## src/rtl/oli_consts.vh

```
// Register map, field positions, reset values and codes of the overtravel limit inhibit.
`ifndef OLI_CONSTS_VH
`define OLI_CONSTS_VH
`define OLI_ADDR_CTRL 8'h00
`define OLI_ADDR_QSTOP 8'h04
`define OLI_ADDR_STATUS 8'h08
`define OLI_ADDR_INT_STAT 8'h0C
`define OLI_ADDR_INT_CLR 8'h10
`define OLI_ADDR_INT_EN 8'h14
`define OLI_ADDR_INSEL_BASE 8'h40
`define OLI_ADDR_INSEL_LAST 8'h64
`define OLI_NUM_TERM 10
`define OLI_CTRL_MODE_LSB 0
`define OLI_CTRL_METHOD_LSB 8
`define OLI_CTRL_ALMRST_BIT 16
`define OLI_MODE_RST 2'h1
`define OLI_METHOD_RST 2'h0
`define OLI_QSTOP_RST 16'h0000
`define OLI_INSEL_FIRST_RST 24'h828282
`define OLI_INSEL_SECOND_RST 24'h818181
`define OLI_INSEL_OTHER_RST 24'h000000
`define OLI_FN_FWD 7'h01
`define OLI_FN_REV 7'h02
`define OLI_FN_NC_BIT 7
`define OLI_EN_ON_SINGLE 2'h0
`define OLI_EN_OFF 2'h1
`define OLI_EN_ALARM_ANY 2'h2
`define OLI_STOP_DBRAKE 2'h0
`define OLI_STOP_FREERUN 2'h1
`define OLI_STOP_IMMEDIATE 2'h2
`define OLI_STAT_FWD_BIT 0
`define OLI_STAT_REV_BIT 1
`define OLI_STAT_ALARM_BIT 2
`define OLI_STAT_FWD_RAW_BIT 3
`define OLI_STAT_REV_RAW_BIT 4
`define OLI_STAT_STATE_LSB 5
`define OLI_IRQ_FWD 0
`define OLI_IRQ_REV 1
`define OLI_IRQ_ALARM 2
`define OLI_IRQ_STOPPED 3
`define OLI_IRQ_W 4
`endif

```

## src/rtl/oli_overtravel_inhibit.v

```verilog
// Overtravel limit inhibit with input allocation, stop sequencing and an APB register file.
`timescale 1ns/1ps
`include "oli_consts.vh"
module oli_overtravel_inhibit (
  input wire clock,
  input wire rst_n,
  input wire psel,
  input wire penable,
  input wire pwrite,
  input wire [7:0] paddr,
  input wire [31:0] pwdata,
  output reg [31:0] prdata,
  output reg pready,
  output reg pslverr,
  input wire [9:0] termIn,
  input wire [1:0] ctrlMode,
  input wire motorStopped,
  output reg fwdInhibit_ff,
  output reg revInhibit_ff,
  output reg limitAlarm_ff,
  output reg dynBrake_ff,
  output reg torqueZeroFwd_ff,
  output reg torqueZeroRev_ff,
  output reg servoLock_ff,
  output reg errClear_ff,
  output reg torqueLimitEn_ff,
  output reg [15:0] torqueLimit_ff,
  output reg irq_ff
);

  // Stop sequencer states.
  localparam [1:0] ST_IDLE = 2'h0;
  localparam [1:0] ST_DECEL = 2'h1;
  localparam [1:0] ST_HOLD = 2'h2;

  // Picks the function byte that applies to the present control mode.
  function [7:0] selByte;
    input [23:0] sel;
    input [1:0] mode;
    begin
      case (mode)
        2'h1: selByte = sel[15:8];
        2'h2: selByte = sel[23:16];
        default: selByte = sel[7:0];
      endcase
    end
  endfunction

  // Live setting while idle, frozen copy once a stop sequence has started.
  function [1:0] seqMethod;
    input [1:0] st;
    input [1:0] liveMethod;
    input [1:0] heldMethod;
    begin
      if (st == ST_IDLE) begin
        seqMethod = liveMethod;
      end else begin
        seqMethod = heldMethod;
      end
    end
  endfunction

  reg [1:0] enableMode_ff;
  reg [1:0] stopMethod_ff;
  reg [1:0] runMethod_ff;
  reg [15:0] quickStop_ff;
  reg [23:0] inSel_ff [0:`OLI_NUM_TERM-1];
  reg [1:0] state_ff;
  reg [1:0] nxt_state;
  reg [`OLI_IRQ_W-1:0] intStat_ff;
  reg [`OLI_IRQ_W-1:0] intEn_ff;
  reg [`OLI_IRQ_W-1:0] nxt_intStat;
  reg [31:0] nxt_prdata;
  reg nxt_slverr;
  wire [9:0] fwdHit;
  wire [9:0] revHit;
  wire fwdActive;
  wire revActive;
  wire limitsOn;
  wire alarmCause;
  wire nxt_fwdInh;
  wire nxt_revInh;
  wire nxt_alarm;
  wire busDone;
  wire wrDone;
  wire almRstReq;
  wire [3:0] selIdx;
  wire selHit;
  reg seqErrClear;
  reg stopDone;
  wire [1:0] curMethod;

  // Each terminal is decoded on its own, so any pin may carry either limit in either logic.
  genvar gi;
  generate
    for (gi = 0; gi < `OLI_NUM_TERM; gi = gi + 1) begin : gTerm
      wire [7:0] fn = selByte(inSel_ff[gi], ctrlMode);
      wire act = fn[`OLI_FN_NC_BIT] ? ~termIn[gi] : termIn[gi];
      assign fwdHit[gi] = (fn[6:0] == `OLI_FN_FWD) & act;
      assign revHit[gi] = (fn[6:0] == `OLI_FN_REV) & act;
    end
  endgenerate

  assign fwdActive = |fwdHit;
  assign revActive = |revHit;
  // A mode of 3 is treated like mode 1 so a bad setting never blocks motion unexpectedly.
  assign limitsOn = (enableMode_ff == `OLI_EN_ON_SINGLE) || (enableMode_ff == `OLI_EN_ALARM_ANY);
  assign alarmCause = ((enableMode_ff == `OLI_EN_ON_SINGLE) && fwdActive && revActive) ||
    ((enableMode_ff == `OLI_EN_ALARM_ANY) && (fwdActive || revActive));

  assign busDone = psel & penable & pready;
  assign wrDone = busDone & pwrite;
  assign almRstReq = wrDone && (paddr == `OLI_ADDR_CTRL) && pwdata[`OLI_CTRL_ALMRST_BIT];
  assign selHit = (paddr >= `OLI_ADDR_INSEL_BASE) && (paddr <= `OLI_ADDR_INSEL_LAST) &&
    (paddr[1:0] == 2'h0);
  assign selIdx = paddr[5:2];

  // The alarm stays latched until software resets it with the cause gone.
  assign nxt_alarm = alarmCause | (limitAlarm_ff & ~almRstReq);
  // A latched alarm freezes an inhibit, so a bouncing switch cannot restart motion.
  assign nxt_fwdInh = limitsOn & (fwdActive | (fwdInhibit_ff & limitAlarm_ff));
  assign nxt_revInh = limitsOn & (revActive | (revInhibit_ff & limitAlarm_ff));

  // Method that governs the outputs computed at this edge.
  assign curMethod = seqMethod(state_ff, stopMethod_ff, runMethod_ff);

  // Stop sequence state.
  always @* begin
    nxt_state = state_ff;
    seqErrClear = 1'b0;
    stopDone = 1'b0;
    case (state_ff)
      ST_IDLE: begin
        if (nxt_fwdInh | nxt_revInh) begin
          nxt_state = ST_DECEL;
          seqErrClear = (stopMethod_ff == `OLI_STOP_IMMEDIATE);
        end
      end
      ST_DECEL: begin
        if (!(nxt_fwdInh | nxt_revInh)) begin
          nxt_state = ST_IDLE;
        end else if (motorStopped) begin
          nxt_state = ST_HOLD;
          stopDone = 1'b1;
          seqErrClear = (runMethod_ff == `OLI_STOP_IMMEDIATE);
        end
      end
      ST_HOLD: begin
        if (!(nxt_fwdInh | nxt_revInh)) begin
          nxt_state = ST_IDLE;
        end
      end
      default: nxt_state = ST_IDLE;
    endcase
  end

  // Sticky events; a new event beats a clear in the same cycle.
  always @* begin
    nxt_intStat = intStat_ff;
    if (wrDone && (paddr == `OLI_ADDR_INT_CLR)) begin
      nxt_intStat = intStat_ff & ~pwdata[`OLI_IRQ_W-1:0];
    end
    if (nxt_fwdInh & ~fwdInhibit_ff) begin
      nxt_intStat[`OLI_IRQ_FWD] = 1'b1;
    end
    if (nxt_revInh & ~revInhibit_ff) begin
      nxt_intStat[`OLI_IRQ_REV] = 1'b1;
    end
    if (nxt_alarm & ~limitAlarm_ff) begin
      nxt_intStat[`OLI_IRQ_ALARM] = 1'b1;
    end
    if (stopDone) begin
      nxt_intStat[`OLI_IRQ_STOPPED] = 1'b1;
    end
  end

  // Read mux; unmapped addresses and reads of the clear register answer with an error.
  always @* begin
    nxt_prdata = 32'h00000000;
    nxt_slverr = 1'b0;
    if (selHit) begin
      nxt_prdata = {8'h00, inSel_ff[selIdx]};
    end else begin
      case (paddr)
        `OLI_ADDR_CTRL: begin
          nxt_prdata[`OLI_CTRL_MODE_LSB+1:`OLI_CTRL_MODE_LSB] = enableMode_ff;
          nxt_prdata[`OLI_CTRL_METHOD_LSB+1:`OLI_CTRL_METHOD_LSB] = stopMethod_ff;
        end
        `OLI_ADDR_QSTOP: nxt_prdata = {16'h0000, quickStop_ff};
        `OLI_ADDR_STATUS: begin
          nxt_prdata[`OLI_STAT_FWD_BIT] = fwdInhibit_ff;
          nxt_prdata[`OLI_STAT_REV_BIT] = revInhibit_ff;
          nxt_prdata[`OLI_STAT_ALARM_BIT] = limitAlarm_ff;
          nxt_prdata[`OLI_STAT_FWD_RAW_BIT] = fwdActive;
          nxt_prdata[`OLI_STAT_REV_RAW_BIT] = revActive;
          nxt_prdata[`OLI_STAT_STATE_LSB+1:`OLI_STAT_STATE_LSB] = state_ff;
        end
        `OLI_ADDR_INT_STAT: nxt_prdata = {28'h0000000, intStat_ff};
        `OLI_ADDR_INT_EN: nxt_prdata = {28'h0000000, intEn_ff};
        `OLI_ADDR_INT_CLR: nxt_slverr = ~pwrite;
        default: nxt_slverr = 1'b1;
      endcase
    end
  end

  // APB answer: one wait state, so pready rises in the second access cycle.
  always @(posedge clock or negedge rst_n) begin
    if (!rst_n) begin
      pready <= 1'b0;
      pslverr <= 1'b0;
      prdata <= 32'h00000000;
    end else begin
      pready <= psel & penable & ~pready;
      pslverr <= psel & penable & ~pready & nxt_slverr;
      prdata <= (psel & penable & ~pready & ~pwrite) ? nxt_prdata : 32'h00000000;
    end
  end

  // Software registers; writes take effect at the completing edge only.
  integer k;
  always @(posedge clock or negedge rst_n) begin
    if (!rst_n) begin
      enableMode_ff <= `OLI_MODE_RST;
      stopMethod_ff <= `OLI_METHOD_RST;
      quickStop_ff <= `OLI_QSTOP_RST;
      intEn_ff <= {`OLI_IRQ_W{1'b0}};
      for (k = 0; k < `OLI_NUM_TERM; k = k + 1) begin
        inSel_ff[k] <= `OLI_INSEL_OTHER_RST;
      end
      inSel_ff[0] <= `OLI_INSEL_FIRST_RST;
      inSel_ff[1] <= `OLI_INSEL_SECOND_RST;
    end else if (wrDone) begin
      if (selHit) begin
        inSel_ff[selIdx] <= pwdata[23:0];
      end
      case (paddr)
        `OLI_ADDR_CTRL: begin
          enableMode_ff <= pwdata[`OLI_CTRL_MODE_LSB+1:`OLI_CTRL_MODE_LSB];
          stopMethod_ff <= pwdata[`OLI_CTRL_METHOD_LSB+1:`OLI_CTRL_METHOD_LSB];
        end
        `OLI_ADDR_QSTOP: quickStop_ff <= pwdata[15:0];
        `OLI_ADDR_INT_EN: intEn_ff <= pwdata[`OLI_IRQ_W-1:0];
        default: intEn_ff <= intEn_ff;
      endcase
    end
  end

  // Limit evaluation and stop outputs, updated every control cycle.
  always @(posedge clock or negedge rst_n) begin
    if (!rst_n) begin
      state_ff <= ST_IDLE;
      runMethod_ff <= `OLI_STOP_DBRAKE;
      fwdInhibit_ff <= 1'b0;
      revInhibit_ff <= 1'b0;
      limitAlarm_ff <= 1'b0;
      dynBrake_ff <= 1'b0;
      torqueZeroFwd_ff <= 1'b0;
      torqueZeroRev_ff <= 1'b0;
      servoLock_ff <= 1'b0;
      errClear_ff <= 1'b0;
      torqueLimitEn_ff <= 1'b0;
      torqueLimit_ff <= 16'h0000;
      intStat_ff <= {`OLI_IRQ_W{1'b0}};
      irq_ff <= 1'b0;
    end else begin
      state_ff <= nxt_state;
      // The method is frozen at entry so a setting change cannot mix two sequences.
      if (state_ff == ST_IDLE) begin
        runMethod_ff <= stopMethod_ff;
      end
      fwdInhibit_ff <= nxt_fwdInh;
      revInhibit_ff <= nxt_revInh;
      limitAlarm_ff <= nxt_alarm;
      dynBrake_ff <= (nxt_state == ST_DECEL) && (curMethod == `OLI_STOP_DBRAKE);
      torqueZeroFwd_ff <= nxt_fwdInh && (nxt_state != ST_IDLE) &&
        (curMethod != `OLI_STOP_IMMEDIATE) &&
        ((nxt_state == ST_HOLD) || (curMethod == `OLI_STOP_FREERUN));
      torqueZeroRev_ff <= nxt_revInh && (nxt_state != ST_IDLE) &&
        (curMethod != `OLI_STOP_IMMEDIATE) &&
        ((nxt_state == ST_HOLD) || (curMethod == `OLI_STOP_FREERUN));
      servoLock_ff <= (nxt_state == ST_HOLD) && (runMethod_ff == `OLI_STOP_IMMEDIATE);
      errClear_ff <= seqErrClear;
      torqueLimitEn_ff <= (nxt_state == ST_DECEL) && (curMethod == `OLI_STOP_IMMEDIATE);
      torqueLimit_ff <= quickStop_ff;
      intStat_ff <= nxt_intStat;
      irq_ff <= |(nxt_intStat & intEn_ff);
    end
  end

endmodule

```

## config.mk

```make
export PLATFORM = sky130hd
export DESIGN_NAME = oli_overtravel_inhibit
export DESIGN_NICKNAME = d
export VERILOG_FILES = /design/src/rtl/oli_overtravel_inhibit.v
export VERILOG_INCLUDE_DIRS = /design/src /design/src/rtl
export SDC_FILE = /design/constraint.sdc
export NUM_CORES = 1
export LEC_CHECK = 0
export ABC_CLOCK_PERIOD_IN_PS = 4100
export BUFFER_PORTS_ARGS = -buffer_cell sky130_fd_sc_hd__buf_4
export CAP_MARGIN = 20
export CORE_ASPECT_RATIO = 0.6
export CORE_MARGIN = 5
export CORE_UTILIZATION = 46
export CTS_CLUSTER_DIAMETER = 30
export CTS_CLUSTER_SIZE = 30
export DETAILED_ROUTE_END_ITERATION = 6
export SLEW_MARGIN = 40
export SYNTH_ARGS = -nofsm -noshare
export SYNTH_HDL_FRONTEND = slang
export SYNTH_SLANG_ARGS = --single-unit
export TNS_END_PERCENT = 5
```

## constraint.sdc

```tcl
create_clock -name clock -period 4.1 [get_ports clock]
set_input_delay 0.82 -clock clock [delete_from_list [all_inputs] [get_ports clock]]
set_output_delay 0.82 -clock clock [all_outputs]
set_load 0.02 [all_outputs]
```

==> metrics.yaml, run 1 <==
timing:
  slew_viol_final: 0
  worst_pin_slew_ps: 828
  skew_ps: 40.4
  timing.hold.ws_ps: 222
  finalHoldViolCount: 0
  fin_setup_tns_ps: 0
  post-route-period-util_pct: 83.6
  rsz0062_at_grt: "no"
  slew_headroom_pct: 44.3
  finalCriticalPeriod_ps: 3430
  max_freq_mhz: 292
  setup_viol: 0
  fin_ws_ps: 674
clocking:
  insertion_delay_ps: 590
  cts_made_buffers: 53
  cts-root-buf: "clkbuf_16"
  clk_path_buf_depth: 3
  cts_resized: 0
  htreeDepth: 2
  holdBufCountCts: 0
  cts_tree: "built"
  path_clk_slew_ps: 50
  cts_setup_buffers: 0
  cts.sinks: 324
die:
  ios: 118
  die_h_um: 153
  fp.dieArea_sq_um: 37900
  core-area_sq_um: 33600
  initial_utilization_pct: 46.5
  num_rows: 52
  die_w_um: 248
cells_and_area:
  final_common_cell: "dfrtp_1"
  n_fill_cell: 2819
  syn2layout_area_growth_pct: 20.9
  final_cell_mix: "dfrtp_1, mux2_2, buf_4, nand2_1, o21ai_0"
  fin_util_pct: 56.2
  fin_nets: 1416
  drive_above_1_share_pct: 39.0
yosys:
  ys.flop_type: "dfrtp_1"
  ys_top_cells_by_area: "dfrtp_1, mux2_2, mux4_2"
  synth_seq_area_share_pct: 52.0
  synth_edf_count: 0
  synthesis.area_sq_um: 15600
  async_flop_share_pct: 100
  synth_top_area_cell: "dfrtp_1"
  post-synth-top-area-fraction_pct: 49.8
  synthCells: 1251
  ys_warn_count: 0
  synth_seq_cells: 324
  ys_types: 66
  syn_avg_cell_area_sq_um: 12.5
critical_path:
  crit_top_cell: "buf_4"
  path_cells: "buf_4 -> inv_1 -> ha_2 -> buf_4 -> a22oi_1 -> o21ai_0 -> nand2b_1 -> or3_1 -> o2111ai_2 -> nor4_4 -> maj3_2 -> nor3_1 -> a211o_1"
  cp_slowest_cell: "nor4_4"
  crit_type: "in2reg"
  required_ps: 4540
  reg2reg_from: "inSel_ff[226]"
  r2r-end: "dynBrake_ff"
  reg2regPathDepth: 9
  endpoint_kind: "flip-flop"
  slowest_delay_ps: 430
  critPathLaunchType: "input pin"
  ff2ff_setup_slack_ps: 1020
  crit_fanout: 23
  worst_ep_arrival_time_ps: 3870
drt:
  wl_per_cell_um: 25.7
  ant_nets: 0
  drtIter0Drc: 1136
  vias_per_cell: 6.15
  drt-pass1-iter-count: 5
  num_vias: 11445
  drc_errors: 0
  totalWireLength_um: 47900
placed_design:
  pre_cts_ws_ps: 222
  dp_hpwl_um: 33500
  gp_congestion: 0.895
  io_buffers: 101
grt:
  grt_pass1_wl_um: 72200
  grt_use_met3_pct: 8.15
  grt_use_total_pct: 25.1
  grt_max_degree: 83
  grt_util_met1_pct: 41.7
  grt_busiest_layer: "met1"
  grt_pass1_vias: 11195
  overflow: 0
  antenna_found_initial: 2
  grtUsageMet2_pct: 31.6
outcome:
  status: "finished clean"
power_and_ir_drop:
  ir_worst_vdd_v: 0.000374
  total_power_mw: 8.75
  power_density_nw_per_um2: 463
  p_leak_nw: 8.79
job:
  cap_violations: 0
hold_path:
  hold_class: "in2async"
kinds of logic (layout without fill, tap and decap cells):
kind of cell	count (synthesis)	in the layout	share of synthesized area [%]
xor+xnor	5	5	0.280
compound gates	262	262	11.3
mux	289	289	24.3
buf+inv	123	266	3.57
flops	324	324	52.0
fa+ha+maj	3	3	0.232
other cells	1	10	0.0240
simple gates	244	244	8.30
report_power, final:
part / switching [mW] / internal (mW) / leakage, nW
Sequential: 0.0432 / 3.25 / 4.41
Clock: 1.66 / 3.13 / 0.935
Combinational: 0.451 / 0.225 / 3.44
Total: 2.15 / 6.60 / 8.79
cell usage after synthesis, types with 5 or more instances:
library cell and instances:
nand2_1 69, a221o_1 9, buf_2 29, nor4_1 6, nor2b_1 28, mux2_2 224
nor2_1 45, or3_1 6, a21oi_1 23, o21ai_0 65, nand2b_1 10, a221oi_1 7
a22oi_1 43, or4_1 11, buf_4 10, a211o_1 5, nand4_1 10, nor3_1 28
inv_1 16, clkbuf_1 48, mux2_1 12, dfstp_2 13, xor2_1 5, dfrtp_1 311
buf_1 16, a211oi_1 42, o22ai_1 5, nand3_1 10, mux4_2 49, o21ai_1 22
o31ai_1 6
worst max-delay path, delay by kind of cell:
family	cells	cell delay (ps)
compound gates	4	940
fa+ha+maj	2	750
buf+inv	3	530
simple gates	4	810
layout make-up:
class	instances	area, sq um	share of cell area (%)
antenna	2	5.00	0.0265
clock buffer	68	1470	7.80
clock inverter	32	458	2.42
inverter	17	63.8	0.338
multi-input combinational	811	7000	37.0
sequential	324	8120	43.0
tap	459	574	3.04
timing repair buffer	149	1200	6.37
through the flow:
step                      std cells  cell area, sq um
final                          1862             18900
after global routing           1861             18900
after CTS                      1860             18900
after detailed placement       1760             17000
after global placement         1760             17000
after floorplan                1258             15700
worst max path at each step:
| stage | start | end | slack [ps] | cells past startpoint |
|---|---|---|---|---|
| floorplan | ctrlMode[0] | irq_ff | 850 | 14 |
| global route | ctrlMode[0] | irq_ff | 580 | 13 |
| global placement | ctrlMode[0] | irq_ff | 210 | 13 |
| finish | ctrlMode[0] | irq_ff | 670 | 13 |
| CTS | ctrlMode[0] | irq_ff | 810 | 13 |
| detailed placement | ctrlMode[0] | irq_ff | 220 | 13 |
state kept, by name (all words and copies together) (netlist names), 4 cells and up:
name            flops
inSel_ff          240
intEn_ff            4
intStat_ff          4
prdata             24
quickStop_ff       16
torqueLimit_ff     16
metal layers:
metal / wire length (um) / vias to the layer above
li1: - / 4933
met1: 23500 / 5942
met5: 7 / -
met4: 818 / 2
met3: 5110 / 69
met2: 18400 / 499
No activity file was read; power rests on OpenSTA's default activity.
==> inputs of run 2 (changes only) <==
ABC_AREA = 1   (was default)
ABC_CLOCK_PERIOD_IN_PS = 3200   (was 4100)
clock period = 3.2 ns   (was 4.1 ns; I/O delays follow)
==> metrics.yaml, run 2 <==
yosys:
  synth_xor_area_share_pct: 0.0555  # was 0.280%
  synthesis.area_sq_um: 15800  # was 15600 sq um
  syn_avg_cell_area_sq_um: 8.09  # was 12.5 sq um
  async_flop_share_pct: 100  # unchanged
  ys_types: 51  # was 66
  ys_warn_count: 0  # unchanged
  synth_seq_area_share_pct: 51.5  # was 52.0%
  yosys.area_share.simple_pct: 22.0  # was 8.30%
  synth_commonest_cells: "nand2_1, dfrtp_1, o21ai_1"  # was dfrtp_1, mux2_2, nand2_1
  synth_edf_count: 0  # unchanged
  synth_top_family_by_area: "simple AND/OR/NAND/NOR gates"  # was multiplexers
  synthCells: 1951  # was 1251
  synth.area.mux_share_pct: 0.380  # was 24.3%
  synthMostInstantiatedCell: "nand2_1"  # was dfrtp_1
  synth_top_area_cell: "dfrtp_1"  # unchanged
  synth_seq_cells: 324  # unchanged
  ys_top_cells_by_area: "dfrtp_1, nand2_1, o21ai_1"  # was dfrtp_1, mux2_2, mux4_2
  synth_compound_area_share_pct: 18.1  # was 11.3%
  post-synth-top-area-fraction_pct: 49.3  # was 49.8%
  ys.flop_type: "dfrtp_1"  # unchanged
  synthAdderAreaFrac_pct: 0.158  # was 0.232%
placed_design:
  io_buffers: 101  # unchanged
  gp_congestion: 0.953  # was 0.895
  dp_hpwl_um: 39500  # was 33500 um
  placed_cells: 2452  # was 1760
  place_area_sq_um: 17200  # was 17000 sq um
cells_and_area:
  syn2layout_area_growth_pct: 19.7  # was 20.9%
  reg.largest.list: "inSel_ff x240, prdata x24"  # unchanged
  design_area_sq_um: 18900  # about the same
  final_common_cell: "nand2_1"  # was dfrtp_1
  fin_util_pct: 56.0  # was 56.2%
  fin_nets: 2105  # was 1416
  final_cell_mix: "nand2_1, dfrtp_1, o21ai_1, buf_4, o21ai_0"  # was dfrtp_1, mux2_2, buf_4, nand2_1, o21ai_0
  layoutNonFillerInstCount: 2545  # was 1862
  top_register: "inSel_ff"  # unchanged
  drive_above_1_share_pct: 15.1  # was 39.0%
  diodes: 0  # was 2
  largest_register_ffs: 240  # unchanged
critical_path:
  endpoint_kind: "flip-flop"  # unchanged
  crit_fanout: 32  # was 23
  critPathBufInv: 4  # was 3
  critPathLaunchType: "input pin"  # unchanged
  slowest_delay_ps: 340  # was 430 ps
  worst_ep_arrival_time_ps: 3310  # was 3870 ps
  cp_slowest_cell: "nor2_1"  # was nor4_4
  required_ps: 3630  # was 4540 ps
  path_cells: "buf_4 -> inv_1 -> ha_2 -> inv_2 -> buf_4 -> nand3_1 -> nand3b_1 -> nand2_1 -> nand3_1 -> nand3_1 -> nor2_1 -> nand3_1 -> nand2_1 -> nand2_2 -> nand2_1 -> nand2_1 -> nand2_1 -> nand3_1"  # was buf_4 -> inv_1 -> ha_2 -> buf_4 -> a22oi_1 -> o21ai_0 -> nand2b_1 -> or3_1 -> o2111ai_2 -> nor4_4 -> maj3_2 -> nor3_1 -> a211o_1
  crit_type: "in2reg"  # unchanged
  path_delay_family: "simple AND/OR/NAND/NOR gates"  # was compound AO/OA/AOI/OAI gates
clocking:
  cts.sinks: 324  # unchanged
  cts_resized: 0  # unchanged
  insertion_delay_ps: 570  # was 590 ps
  htreeDepth: 2  # unchanged
  holdBufCountCts: 0  # unchanged
  cts_tree: "built"  # unchanged
  cts-root-buf: "clkbuf_16"  # unchanged
  cts_setup_buffers: 0  # unchanged
  path_clk_slew_ps: 50  # about the same
  cts_made_buffers: 50  # was 53
  clk_path_buf_depth: 3  # unchanged
power_and_ir_drop:
  switching_share_pct: 27.1  # was 24.6%
  ir_worst_vdd_v: 0.000411  # was 0.000374 V
  p_leak_nw: 9.01  # was 8.79 nW
  cellInternalPower_mw: 7.97  # was 6.60 mW
  total_power_mw: 10.9  # was 8.75 mW
  power_density_nw_per_um2: 579  # was 463 nW/um^2
  clkPwrFrac_pct: 50.9  # was 54.7%
  power_frac_seq_pct: 38.7  # was 37.6%
  power_frac_comb_pct: 10.4  # was 7.7%
  p_sw_mw: 2.96  # was 2.15 mW
grt:
  grt_pass1_wl_um: 84600  # was 72200 um
  grt_max_degree: 71  # was 83
  antenna_found_initial: 1  # was 2
  overflow: 0  # unchanged
  grt_use_total_pct: 28.8  # was 25.1%
  grt_pass1_vias: 13551  # was 11195
timing:
  max_freq_mhz: 348
  timing.hold.ws_ps: 54.9  # was 222 ps
  slew_viol_final: 0  # unchanged
  rsz0062_at_grt: "no"  # unchanged
  setup_viol: 0  # unchanged
  slew_headroom_pct: 48.0  # was 44.3%
  post-route-period-util_pct: 89.9
  finalHoldViolCount: 0  # unchanged
  finalCriticalPeriod_ps: 2880
  skew_ps: 23.3  # was 40.4 ps
  worst_pin_slew_ps: 779  # was 828 ps
drt:
  drc_errors: 0  # unchanged
  vias_per_cell: 5.73  # was 6.15
  ant_nets: 0  # unchanged
  drtIter0Drc: 1798  # was 1136
  totalWireLength_um: 56700  # was 47900 um
  num_vias: 14579  # was 11445
  drt-pass1-iter-count: 6  # was 5
  wl_per_cell_um: 22.3  # was 25.7 um
die:
  die_h_um: 154  # was 153 um
  ios: 118  # unchanged
  fp.dieArea_sq_um: 38300  # was 37900 sq um
  num_rows: 52  # unchanged
  die_w_um: 249  # was 248 um
  initial_utilization_pct: 46.8  # was 46.5%
  core-area_sq_um: 33800  # was 33600 sq um
outcome:
  status: "finished clean"  # unchanged
hold_path:
  hold_class: "in2async"  # unchanged
job:
  cap_violations: 0  # unchanged
## run 2: final timing paths
path	from	end	slack, ps	depth (start not counted)
min in group clock	penable	pready	370	3
min reg2reg	quickStop_ff[13]	torqueLimit_ff[13]	410	0
max reg2reg	inSel_ff[212]	irq_ff	670	15
max in group asynchronous	rst_n	inSel_ff[36]	2290	2
max	ctrlMode[0]	irq_ff	320	18
min	rst_n	inSel_ff[186]	50	1
## run 2: logic make-up after synthesis
| group | count (synthesis) |
|---|---|
| AND/OR/NAND/NOR | 845 |
| adder cells (fa/ha/maj) | 2 |
| AO/OA/AOI/OAI | 509 |
| flip-flops | 324 |
| buffers and inverters | 263 |
| multiplexers | 6 |
| other | 1 |
| XOR/XNOR | 1 |
## run 2: per-stage QoR
| stage | setup TNS [ps] | worst slack (ps) |
|---|---|---|
| 2_1_floorplan | 0 | 697 |
| 5_1_grt | 0 | 239 |
| 4_1_cts | 0 | 428 |
| 6_report | 0 | 325 |
| 3_3_place_gp | -245 | -70.2 |
| 3_5_place_dp | -754 | -152 |
## run 2: worst register-to-register path: cells and delay by family (launching register included)
kind	cells	cell delay, ps
simple gates	15	2030
flops	1	370
## run 2: power by group through the flow
stage / registers (mW) / logic [mW] / clock network (mW)
after floorplan: 4.29 / 0.558 / 0
after global placement: 4.29 / 1.11 / 0
after detailed placement: 4.29 / 1.12 / 0
final: 4.23 / 1.14 / 5.56
after CTS: 4.22 / 1.12 / 5.61
after global routing: 4.23 / 1.22 / 5.81
## run 2: area by class of cell
cell class | instances | area [sq um]
multi-input cells | 1371 | 6450
flip-flops and latches | 324 | 8120
clock buffers | 60 | 1380
fillers | 3151 | 14900
inverters | 122 | 463
repair buffers | 176 | 1550
well taps | 459 | 574
clock inverters | 33 | 344
## run 2: layer usage
| metal | global-route usage [%] | vias to the layer above | part of all wire (%) | wire [um] |
|---|---|---|---|---|
| li1 | - | 6699 | - | - |
| met1 | 44.6 | 6972 | 45 | 25800 |
| met2 | 38.8 | 795 | 40 | 22400 |
| met3 | 8.66 | 111 | 12 | 6780 |
| met4 | 8.77 | 2 | 3.0 | 1730 |
| met5 | 0 | - | 0.028 | 16 |
